File: src/hw/mrr_pkg.sv
// package for the minimum and latest result register bank
// assumes an 8-bit register address space and a 12-bit converter
package mrr_pkg;

   // widths
   localparam int unsigned CODE_W = 12;
   localparam int unsigned WORD_W = 16;
   localparam int unsigned BYTE_W = 8;
   localparam int unsigned ADDR_W = 8;
   localparam int unsigned CHAN_W = 3;
   localparam int unsigned PAD_W = 4;

   // register offsets
   localparam logic [7:0] ADDR_LOWEST_CHAN6_HIGH = 8'h8d;
   localparam logic [7:0] ADDR_LOWEST_CHAN7_LOW = 8'h8e;
   localparam logic [7:0] ADDR_LOWEST_CHAN7_HIGH = 8'h8f;
   localparam logic [7:0] ADDR_LATEST_CHAN0_LOW = 8'ha0;
   localparam logic [7:0] ADDR_LATEST_CHAN0_HIGH = 8'ha1;
   localparam logic [7:0] ADDR_LATEST_CHAN1_LOW = 8'ha2;
   localparam logic [7:0] ADDR_LATEST_CHAN1_HIGH = 8'ha3;

   // reset and reload values
   localparam logic [7:0] LOWEST_BYTE_RESET = 8'hff;
   localparam logic [15:0] LOWEST_WORD_RESET = 16'hffff;
   localparam logic [7:0] LATEST_BYTE_RESET = 8'h00;
   localparam logic [15:0] LATEST_WORD_RESET = 16'h0000;
   localparam logic [7:0] UNMAPPED_READ = 8'h00;
   localparam logic [3:0] ALIGN_PAD = 4'h0;

   // channel numbers covered here
   localparam logic [2:0] CHAN_LATEST_BASE = 3'h0;
   localparam logic [2:0] CHAN_LOWEST_BASE = 3'h6;
   localparam int unsigned NUM_LATEST = 2;
   localparam int unsigned NUM_LOWEST = 2;

endpackage

File: src/hw/mrr_lowest_track.sv
// one channel of minimum-code tracking with per-byte reload on read
// assumes codes arrive already aligned to the top of a 16-bit word
`timescale 1ns/100ps
`default_nettype none
module mrr_lowest_track (
   // clock and reset
   input wire logic clock_i,
   input wire logic rst_n_i,
   // new result
   input wire logic upd_i,
   input wire logic [15:0] code_i,
   // read side effects
   input wire logic clr_hi_i,
   input wire logic clr_lo_i,
   // held minimum
   output logic [15:0] lowest_o
);
   logic [15:0] base;
   logic [15:0] lowest_d;

   // a read reloads its byte first, so a result in the same cycle still lands
   always_comb begin
      base[15:8] = clr_hi_i ? mrr_pkg::LOWEST_BYTE_RESET : lowest_o[15:8];
      base[7:0] = clr_lo_i ? mrr_pkg::LOWEST_BYTE_RESET : lowest_o[7:0];
      lowest_d = base;
      if (upd_i && (code_i < base)) begin
         lowest_d = code_i;
      end
   end

   always_ff @(posedge clock_i) begin
      if (!rst_n_i) begin
         lowest_o <= mrr_pkg::LOWEST_WORD_RESET;
      end else begin
         lowest_o <= lowest_d;
      end
   end
endmodule
`default_nettype wire

File: src/hw/mrr_latest_pair.sv
// one channel's latest result, high byte over low byte
// assumes codes arrive already aligned to the top of a 16-bit word
`timescale 1ns/100ps
`default_nettype none
module mrr_latest_pair (
   // clock and reset
   input wire logic clock_i,
   input wire logic rst_n_i,
   // new result
   input wire logic upd_i,
   input wire logic [15:0] code_i,
   // held result
   output logic [15:0] latest_o
);
   always_ff @(posedge clock_i) begin
      if (!rst_n_i) begin
         latest_o <= mrr_pkg::LATEST_WORD_RESET;
      end else if (upd_i) begin
         latest_o <= code_i;
      end
   end
endmodule
`default_nettype wire

File: src/hw/mrr_bank.sv
// minimum and latest result register bank of the converter
// assumes reads and writes come as one-cycle strobes from the serial
// register port logic on the same clock, and results from the converter
`timescale 1ns/100ps
`default_nettype none
module mrr_bank (
   // clock and reset
   input wire logic clock_i,
   input wire logic rst_n_i,
   // conversion results
   input wire logic conv_valid_i,
   input wire logic [2:0] conv_chan_i,
   input wire logic [11:0] conv_code_i,
   // register port
   input wire logic reg_rd_i,
   input wire logic reg_wr_i,
   input wire logic [7:0] reg_addr_i,
   input wire logic [7:0] reg_wdata_i,
   output logic [7:0] reg_rdata_o,
   output logic reg_rvalid_o
);
   logic [15:0] code_aligned;
   logic [15:0] lowest [mrr_pkg::NUM_LOWEST];
   logic [15:0] latest [mrr_pkg::NUM_LATEST];
   logic [mrr_pkg::NUM_LOWEST-1:0] lowest_upd;
   logic [mrr_pkg::NUM_LATEST-1:0] latest_upd;
   logic [mrr_pkg::NUM_LOWEST-1:0] clr_hi;
   logic [mrr_pkg::NUM_LOWEST-1:0] clr_lo;
   logic [7:0] rdata_d;

   // 12-bit code placed at the top so the high byte carries the first 8 bits
   assign code_aligned = {conv_code_i, mrr_pkg::ALIGN_PAD};

   // chan 6 low byte lives outside this bank, so it is never reloaded here
   assign clr_hi[0] = reg_rd_i && (reg_addr_i == mrr_pkg::ADDR_LOWEST_CHAN6_HIGH);
   assign clr_lo[0] = 1'b0;
   assign clr_hi[1] = reg_rd_i && (reg_addr_i == mrr_pkg::ADDR_LOWEST_CHAN7_HIGH);
   assign clr_lo[1] = reg_rd_i && (reg_addr_i == mrr_pkg::ADDR_LOWEST_CHAN7_LOW);

   genvar gi;
   generate
      for (gi = 0; gi < mrr_pkg::NUM_LOWEST; gi++) begin : g_lowest
         assign lowest_upd[gi] = conv_valid_i &&
            (conv_chan_i == mrr_pkg::CHAN_LOWEST_BASE + 3'(gi));
         mrr_lowest_track u_track (
            .clock_i(clock_i),
            .rst_n_i(rst_n_i),
            .upd_i(lowest_upd[gi]),
            .code_i(code_aligned),
            .clr_hi_i(clr_hi[gi]),
            .clr_lo_i(clr_lo[gi]),
            .lowest_o(lowest[gi])
         );
      end
      for (gi = 0; gi < mrr_pkg::NUM_LATEST; gi++) begin : g_latest
         assign latest_upd[gi] = conv_valid_i &&
            (conv_chan_i == mrr_pkg::CHAN_LATEST_BASE + 3'(gi));
         mrr_latest_pair u_pair (
            .clock_i(clock_i),
            .rst_n_i(rst_n_i),
            .upd_i(latest_upd[gi]),
            .code_i(code_aligned),
            .latest_o(latest[gi])
         );
      end
   endgenerate

   // read mux; writes are not decoded at all, which keeps every byte read only
   always_comb begin
      case (reg_addr_i)
         mrr_pkg::ADDR_LOWEST_CHAN6_HIGH: rdata_d = lowest[0][15:8];
         mrr_pkg::ADDR_LOWEST_CHAN7_LOW: rdata_d = lowest[1][7:0];
         mrr_pkg::ADDR_LOWEST_CHAN7_HIGH: rdata_d = lowest[1][15:8];
         mrr_pkg::ADDR_LATEST_CHAN0_LOW: rdata_d = latest[0][7:0];
         mrr_pkg::ADDR_LATEST_CHAN0_HIGH: rdata_d = latest[0][15:8];
         mrr_pkg::ADDR_LATEST_CHAN1_LOW: rdata_d = latest[1][7:0];
         mrr_pkg::ADDR_LATEST_CHAN1_HIGH: rdata_d = latest[1][15:8];
         default: rdata_d = mrr_pkg::UNMAPPED_READ;
      endcase
   end

   // the value before the reload is what goes out, so nothing is lost to a read
   always_ff @(posedge clock_i) begin
      if (!rst_n_i) begin
         reg_rdata_o <= mrr_pkg::UNMAPPED_READ;
      end else if (reg_rd_i) begin
         reg_rdata_o <= rdata_d;
      end
   end

   always_ff @(posedge clock_i) begin
      if (!rst_n_i) begin
         reg_rvalid_o <= 1'b0;
      end else begin
         reg_rvalid_o <= reg_rd_i;
      end
   end

   logic rst_seen_q;
   always_ff @(posedge clock_i) begin
      rst_seen_q <= !rst_n_i;
   end
endmodule
`default_nettype wire

File: config.mk
export PLATFORM = sky130hd
export DESIGN_NAME = mrr_bank
export DESIGN_NICKNAME = d
export VERILOG_FILES = /design/src/hw/mrr_pkg.sv /design/src/hw/mrr_lowest_track.sv /design/src/hw/mrr_latest_pair.sv /design/src/hw/mrr_bank.sv
export SDC_FILE = /design/constraint.sdc
export NUM_CORES = 1
export LEC_CHECK = 0
export BUFFER_PORTS_ARGS = -buffer_cell sky130_fd_sc_hd__buf_2
export CAP_MARGIN = 25
export CORE_UTILIZATION = 25
export DETAILED_ROUTE_END_ITERATION = 12
export SYNTH_ARGS = -nofsm -noshare
export SYNTH_HDL_FRONTEND = slang
export SYNTH_SLANG_ARGS = --single-unit
File: constraint.sdc
create_clock -name clock_i -period 7.85 [get_ports clock_i]
set_input_delay 1.1775 -clock clock_i [delete_from_list [all_inputs] [get_ports clock_i]]
set_output_delay 1.1775 -clock clock_i [all_outputs]
set_load 0.02 [all_outputs]
* Word level (Yosys, flattened, before mapping)
Cells that the tools add are included.
** Cells by class
- Equal/unequal tests :: 10
- Multiplexer cells :: 6
- Reductions and logical operators :: 10
- Order comparisons :: 2
** Operators with widths (count)
- $eq A8 B8 Y1 const B :: 7
- $pmux W8 S7 :: 1
- $lt A16 B16 Y1 :: 2
- $mux W16 :: 2
- $mux W8 :: 3
- $logic_and A1 B1 Y1 :: 9
- $eq A3 B3 Y1 const B :: 2
- $eq A3 B1 Y1 const B :: 1
- $logic_not A3 Y1 :: 1
** Word-level totals
- Bits in registers :: 65
- Input port bits :: 36
- Output and inout bits :: 9

* Longest topological paths before layout
- Depth in word-level cells :: 6
- Mapped depth :: 12
- Mapped depth without buffers :: 10

* Cells and area by module
A second synthesis with hierarchy kept.
** Second synthesis, totals
- Cell total of the unflattened synthesis :: 476
- Area total of the unflattened synthesis :: 4456.8 µm²
** By module, submodules not included
- mrr_lowest_track :: cells an instance 130, area each 1159.9 µm², sequential area each 320.3 µm², times used 2
- mrr_latest_pair :: cells an instance 51, area each 615.6 µm², sequential area each 320.3 µm², times used 2
- mrr_bank :: cells an instance 114, area each 905.9 µm², sequential area each 180.2 µm², times used 1

* Worst setup path before layout
Ideal clock, no wire load.
- Path kind :: input-to-reg
- Start :: input port reg_addr_i[4]
- End :: register g_lowest[0].u_track.lowest_o[10]
- Slack :: 4.466 ns
- Data arrival time :: 3.263 ns
- Data required time :: 7.729 ns
- Cell stages on the path :: 11
- Path through :: nor3b_4 -> and4_1 -> buf_2 -> nor2_1 -> ha_1 -> nand4_1 -> nor3_1 -> a2111oi_2 -> o2111ai_2 -> buf_4 -> mux2i_1
** On the way
- Longest elaborated chain between the ends :: 6
** RTL lines
- from (decl) :: RTL line mrr_bank.sv:17 : input wire logic [7:0] reg_addr_i,
- $eq A8 B8 Y1 (*) :: RTL line mrr_bank.sv:35 : assign clr_hi[0] = reg_rd_i && (reg_addr_i == mrr_pkg::ADDR_LOWEST_CHAN6_HIGH);
- $logic_and A1 B1 Y1 (*) :: RTL line mrr_bank.sv:35
- $mux W8 (*) :: RTL line mrr_lowest_track.sv:23 : base[15:8] = clr_hi_i ? mrr_pkg::LOWEST_BYTE_RESET : lowest_o[15:8];
- $lt A16 B16 Y1 :: RTL line mrr_lowest_track.sv:26 : if (upd_i && (code_i < base)) begin
- $logic_and A1 B1 Y1 :: RTL line mrr_lowest_track.sv:26
- $mux W16 (*) :: RTL line mrr_lowest_track.sv:26
- to (signal assigned) :: RTL line mrr_lowest_track.sv:33 : lowest_o <= mrr_pkg::LOWEST_WORD_RESET;
- to (signal assigned) :: RTL line mrr_lowest_track.sv:35 : lowest_o <= lowest_d;
- to (decl) :: RTL line mrr_lowest_track.sv:16 : output logic [15:0] lowest_o
Every way passes the cells marked *; elsewhere a longest branch is shown, timed or not.
A chain may end at the register's enable or synchronous reset.

* Final worst setup path
- Start :: input port reg_addr_i[4]
- End :: register g_lowest[1].u_track.lowest_o[0]
** On the way
- Longest elaborated chain between the ends :: 6
- Elaborated cells between the ends (all ways) :: 9
- Those cells by class :: 1 x order compare; 2 x eq/ne; 3 x mux; 3 x reduce/logical
** RTL lines (RTL line)
- $eq A8 B8 Y1 (on tied branches) :: mrr_bank.sv:38, mrr_bank.sv:37
- $logic_and A1 B1 Y1 (on tied branches) :: mrr_bank.sv:38, mrr_bank.sv:37
- $mux W8 (on tied branches) :: mrr_lowest_track.sv:24, mrr_lowest_track.sv:23
- $lt A16 B16 Y1 :: mrr_lowest_track.sv:26
- $logic_and A1 B1 Y1 :: mrr_lowest_track.sv:26
- $mux W16 (*) :: mrr_lowest_track.sv:26
- to (signal assigned) :: mrr_lowest_track.sv:33
- to (signal assigned) :: mrr_lowest_track.sv:35
- to (decl) :: mrr_lowest_track.sv:16
Marked as above.

==> flow_summary_export.csv <==
group,metric,value,unit
global_route,first_global_vias,3041,
global_route,grt-ovfl-total,0,
synthesis,netlist.area_leader.share,35.2,%
sta,max_freq,234,MHz
worst_setup_path,rr_startpoint,"g_lowest[1].u_track.lowest_o[15]",
worst_setup_path,r2r_setup_slack,5260,ps
sta,worst_slew_pin_slew,973,ps
synthesis,ys_types,53,
die,die-area,0.0146,mm2
worst_setup_path,r2r_end,"g_lowest[1].u_track.lowest_o[0]",
sta,rsz0062_at_grt,"no",
die,start_util,25.5,%
global_route,grt_antenna_before_repair,0,
drt,drt_iter0_drc,216,
die,core_area,0.0138,mm2
synthesis,syn_inst,413,
synthesis,synth_ff_type,"dfxtp_1",
synthesis,synth_most_common_cell,"nand2_1",
placed_design,dpl.hpwl,7.20,mm
power,finalPower,0.000870,W
worst_setup_path,cpMaxStageDelayCell,"a22oi_1",
drt,drt_first_pass_iters,5,
drt,ant_nets,0,
global_route,grt.busiest_layer,"met2",
worst_setup_path,worst_setup_path_start_kind,"primary input",
global_route,met1_usage,18.3,%
clocking,cts_tree,"built",
placed_design,post-place-cells,606,
synthesis,synthesis.nets,473,
worst_setup_path,cp.arrival,4500,ps
clocking,h-tree-depth,3,
power,power_leakage,1.74,nW
worst_hold_path,hold_class,"reg2reg",
sta,finalHoldViolCount,0,
synthesis,synth_common_cells,"nand2_1, dfxtp_1, nor2_1, a21boi_0, ha_1",
sta,slew_violations,0,
drt,drt-total-wl,9.54,mm
drt,drc,0,
worst_setup_path,cp_max_fo,13,
clocking,root_buffer,"clkbuf_16",
sta,tns,0,ps
clocking,clk_latency,330,ps
worst_setup_path,cp-endpoint,"g_lowest[1].u_track.lowest_o[0]",
sta,hold_ws,459,ps
clocking,path_clk_slew,60,ps
synthesis,async_flop_share,0,%
global_route,grt_max_degree,64,
clocking,cts_resized,0,
synthesis,netlist_area,0.00352,mm2
run_status,status,"finished clean",
clocking,clock_path_buffers,2,
worst_setup_path,crit_required,8070,ps
power,ir_drop,103,uV
worst_setup_path,cp-startpoint,"reg_addr_i[4]",
drt,wl_per_cell,15.4,um
drt,vias,3094,
synthesis,synth-seq-cells,62,
global_route,globalRouteTotalUtil,14.0,%
finish,num_antenna_cells,0,
die,die_h,121,um
global_route,grt_pass1_wl,15.7,mm
clocking,clock-sinks,62,
synthesis,synth-seq-area-share,35.2,%
sta,setup_viol,0,
finish,fin_util,30.2,%
worst_setup_path,critical_path.cell_chain,"buf_2, nor3b_4, nand2_1, nor3_2, nor2_1, ha_1, nand4_1, nor2_1, a22oi_1, nand2_1, a21bo_2",
sta,relSlewSlack,35.1,%
clocking,postCtsSetupRepairBufs,0,
synthesis,synthTopCellsByArea,"dfxtp_1, ha_1, nand2_1",
die,std_cell_rows,43,
synthesis,synth_top_area_cell,"dfxtp_1",
die,die_w,121,um
drt,vias_per_cell,4.98,
finish,nets,497,
finish,drive_above_1_share,16.8,%
synthesis,synth-edff-count,0,
global_route,gr-usage-met3,2.74,%
clocking,holdBufCountCts,0,
placed_design,io_buffer_count,35,
clocking,cts_made_buffers,9,
worst_setup_path,end_kind,"flop",
finish,final_cells,621,
finish,syn_to_final_growth,18.6,%
synthesis,yosys_warnings,0,
worst_setup_path,slowest_delay,660,ps
job,drv_cap,0,
placed_design,place_congestion,0.857,
power,power_density,208,mW/mm2
worst_setup_path,path_class,"in2reg",
worst_setup_path,rr_worst_depth,7,
sta,finalCritPeriodShare,54.5,%
die,boundaryPins,45,
sta,clock_skew,5.48,ps
global_route,met2_usage,22.3,%
synthesis,syn_avg_cell_area,8.53,um2
sta,min_period,4280,ps
logic make-up after synthesis:
logic type | Yosys count | synth area share [%]
fa+ha+maj | 24 | 8.52
compound gates | 94 | 19.9
buf+inv | 31 | 4.23
simple gates | 183 | 26.1
flops | 62 | 35.2
mux | 19 | 5.97
area by class of cell:
cell class                 count  area (um2)
timing repair buffer          36         183
multi-input combinational    320        2140
tap                          180         225
sequential                    62        1240
inverter                       8        30.0
clock buffer                  12         267
clock inverter                 3        90.1
fill                        1424        9650
stage by stage:
step | cell area, um2 | setup slack [ps]
after floorplan | 3520 | 4470
after global placement | 3820 | 3330
after detailed placement | 3820 | 3290
after CTS | 4180 | 3600
after global routing | 4180 | 3330
final | 4180 | 3570
placed cells by master, fill, tap and decap left out, types with 2 or more instances in the layout:
cell and count:
nand2_1 71, dfxtp_1 62, nor2_1 35, buf_2 35
a21boi_0 26, ha_1 24, nor2b_1 21, and3_1 16
a31oi_1 13, mux2i_1 12, a21oi_1 11, a22oi_1 9
o21ai_0 9, clkbuf_16 9, inv_1 7, mux2_2 6
nand3_1 6, or3_1 5, a221oi_1 5, nor3_2 4
o221ai_1 4, nand4_1 4, nand2b_1 3, nand3b_1 3
bufinv_16 3, clkbuf_8 3, and4_1 2, nor3b_1 2
nor3_1 2, a2111oi_2 2, a21bo_2 2, a31o_1 2
nand4bb_1 2
metal layers:
layer / part of all wire, % / vias to the layer above
li1: - / 1535
met1: 48 / 1464
met2: 45 / 75
met3: 4.6 / 20
met4: 2.4 / 0
met5: 0 / -
critical path: cells and delay by family:
kind | cells | cell delay, ps
compound gates | 2 | 970
fa+ha+maj | 1 | 340
simple gates | 7 | 1890
buf+inv | 1 | 120
worst min-delay path by stage:
stage | from | to | slack (ps) | cells past startpoint
finish | reg_rdata_o[2] | reg_rdata_o[2] | 460 | 2
global route | g_latest[0].u_pair.latest_o[7] | g_latest[0].u_pair.latest_o[7] | 490 | 2
CTS | g_latest[1].u_pair.latest_o[7] | g_latest[1].u_pair.latest_o[7] | 470 | 2
detailed placement | reg_rdata_o[2] | reg_rdata_o[2] | 450 | 2
global placement | g_lowest[0].u_track.lowest_o[3] | g_lowest[0].u_track.lowest_o[3] | 450 | 1
floorplan | g_latest[0].u_pair.latest_o[13] | g_latest[0].u_pair.latest_o[13] | 440 | 2
sequential cells by signal (all words and copies together), names as in the netlist:
signal / cells
g_lowest.u_track.lowest_o: 29
g_latest.u_pair.latest_o: 24
reg_rdata_o: 8
reg_rvalid_o: 1
power breakdown:
group / total, W / internal, W / switching (W)
logic: 0.0000689 / 0.0000264 / 0.0000425
registers: 0.000326 / 0.000322 / 0.00000445
clock network: 0.000474 / 0.000334 / 0.000140
Power figures use the tool's default switching activity.
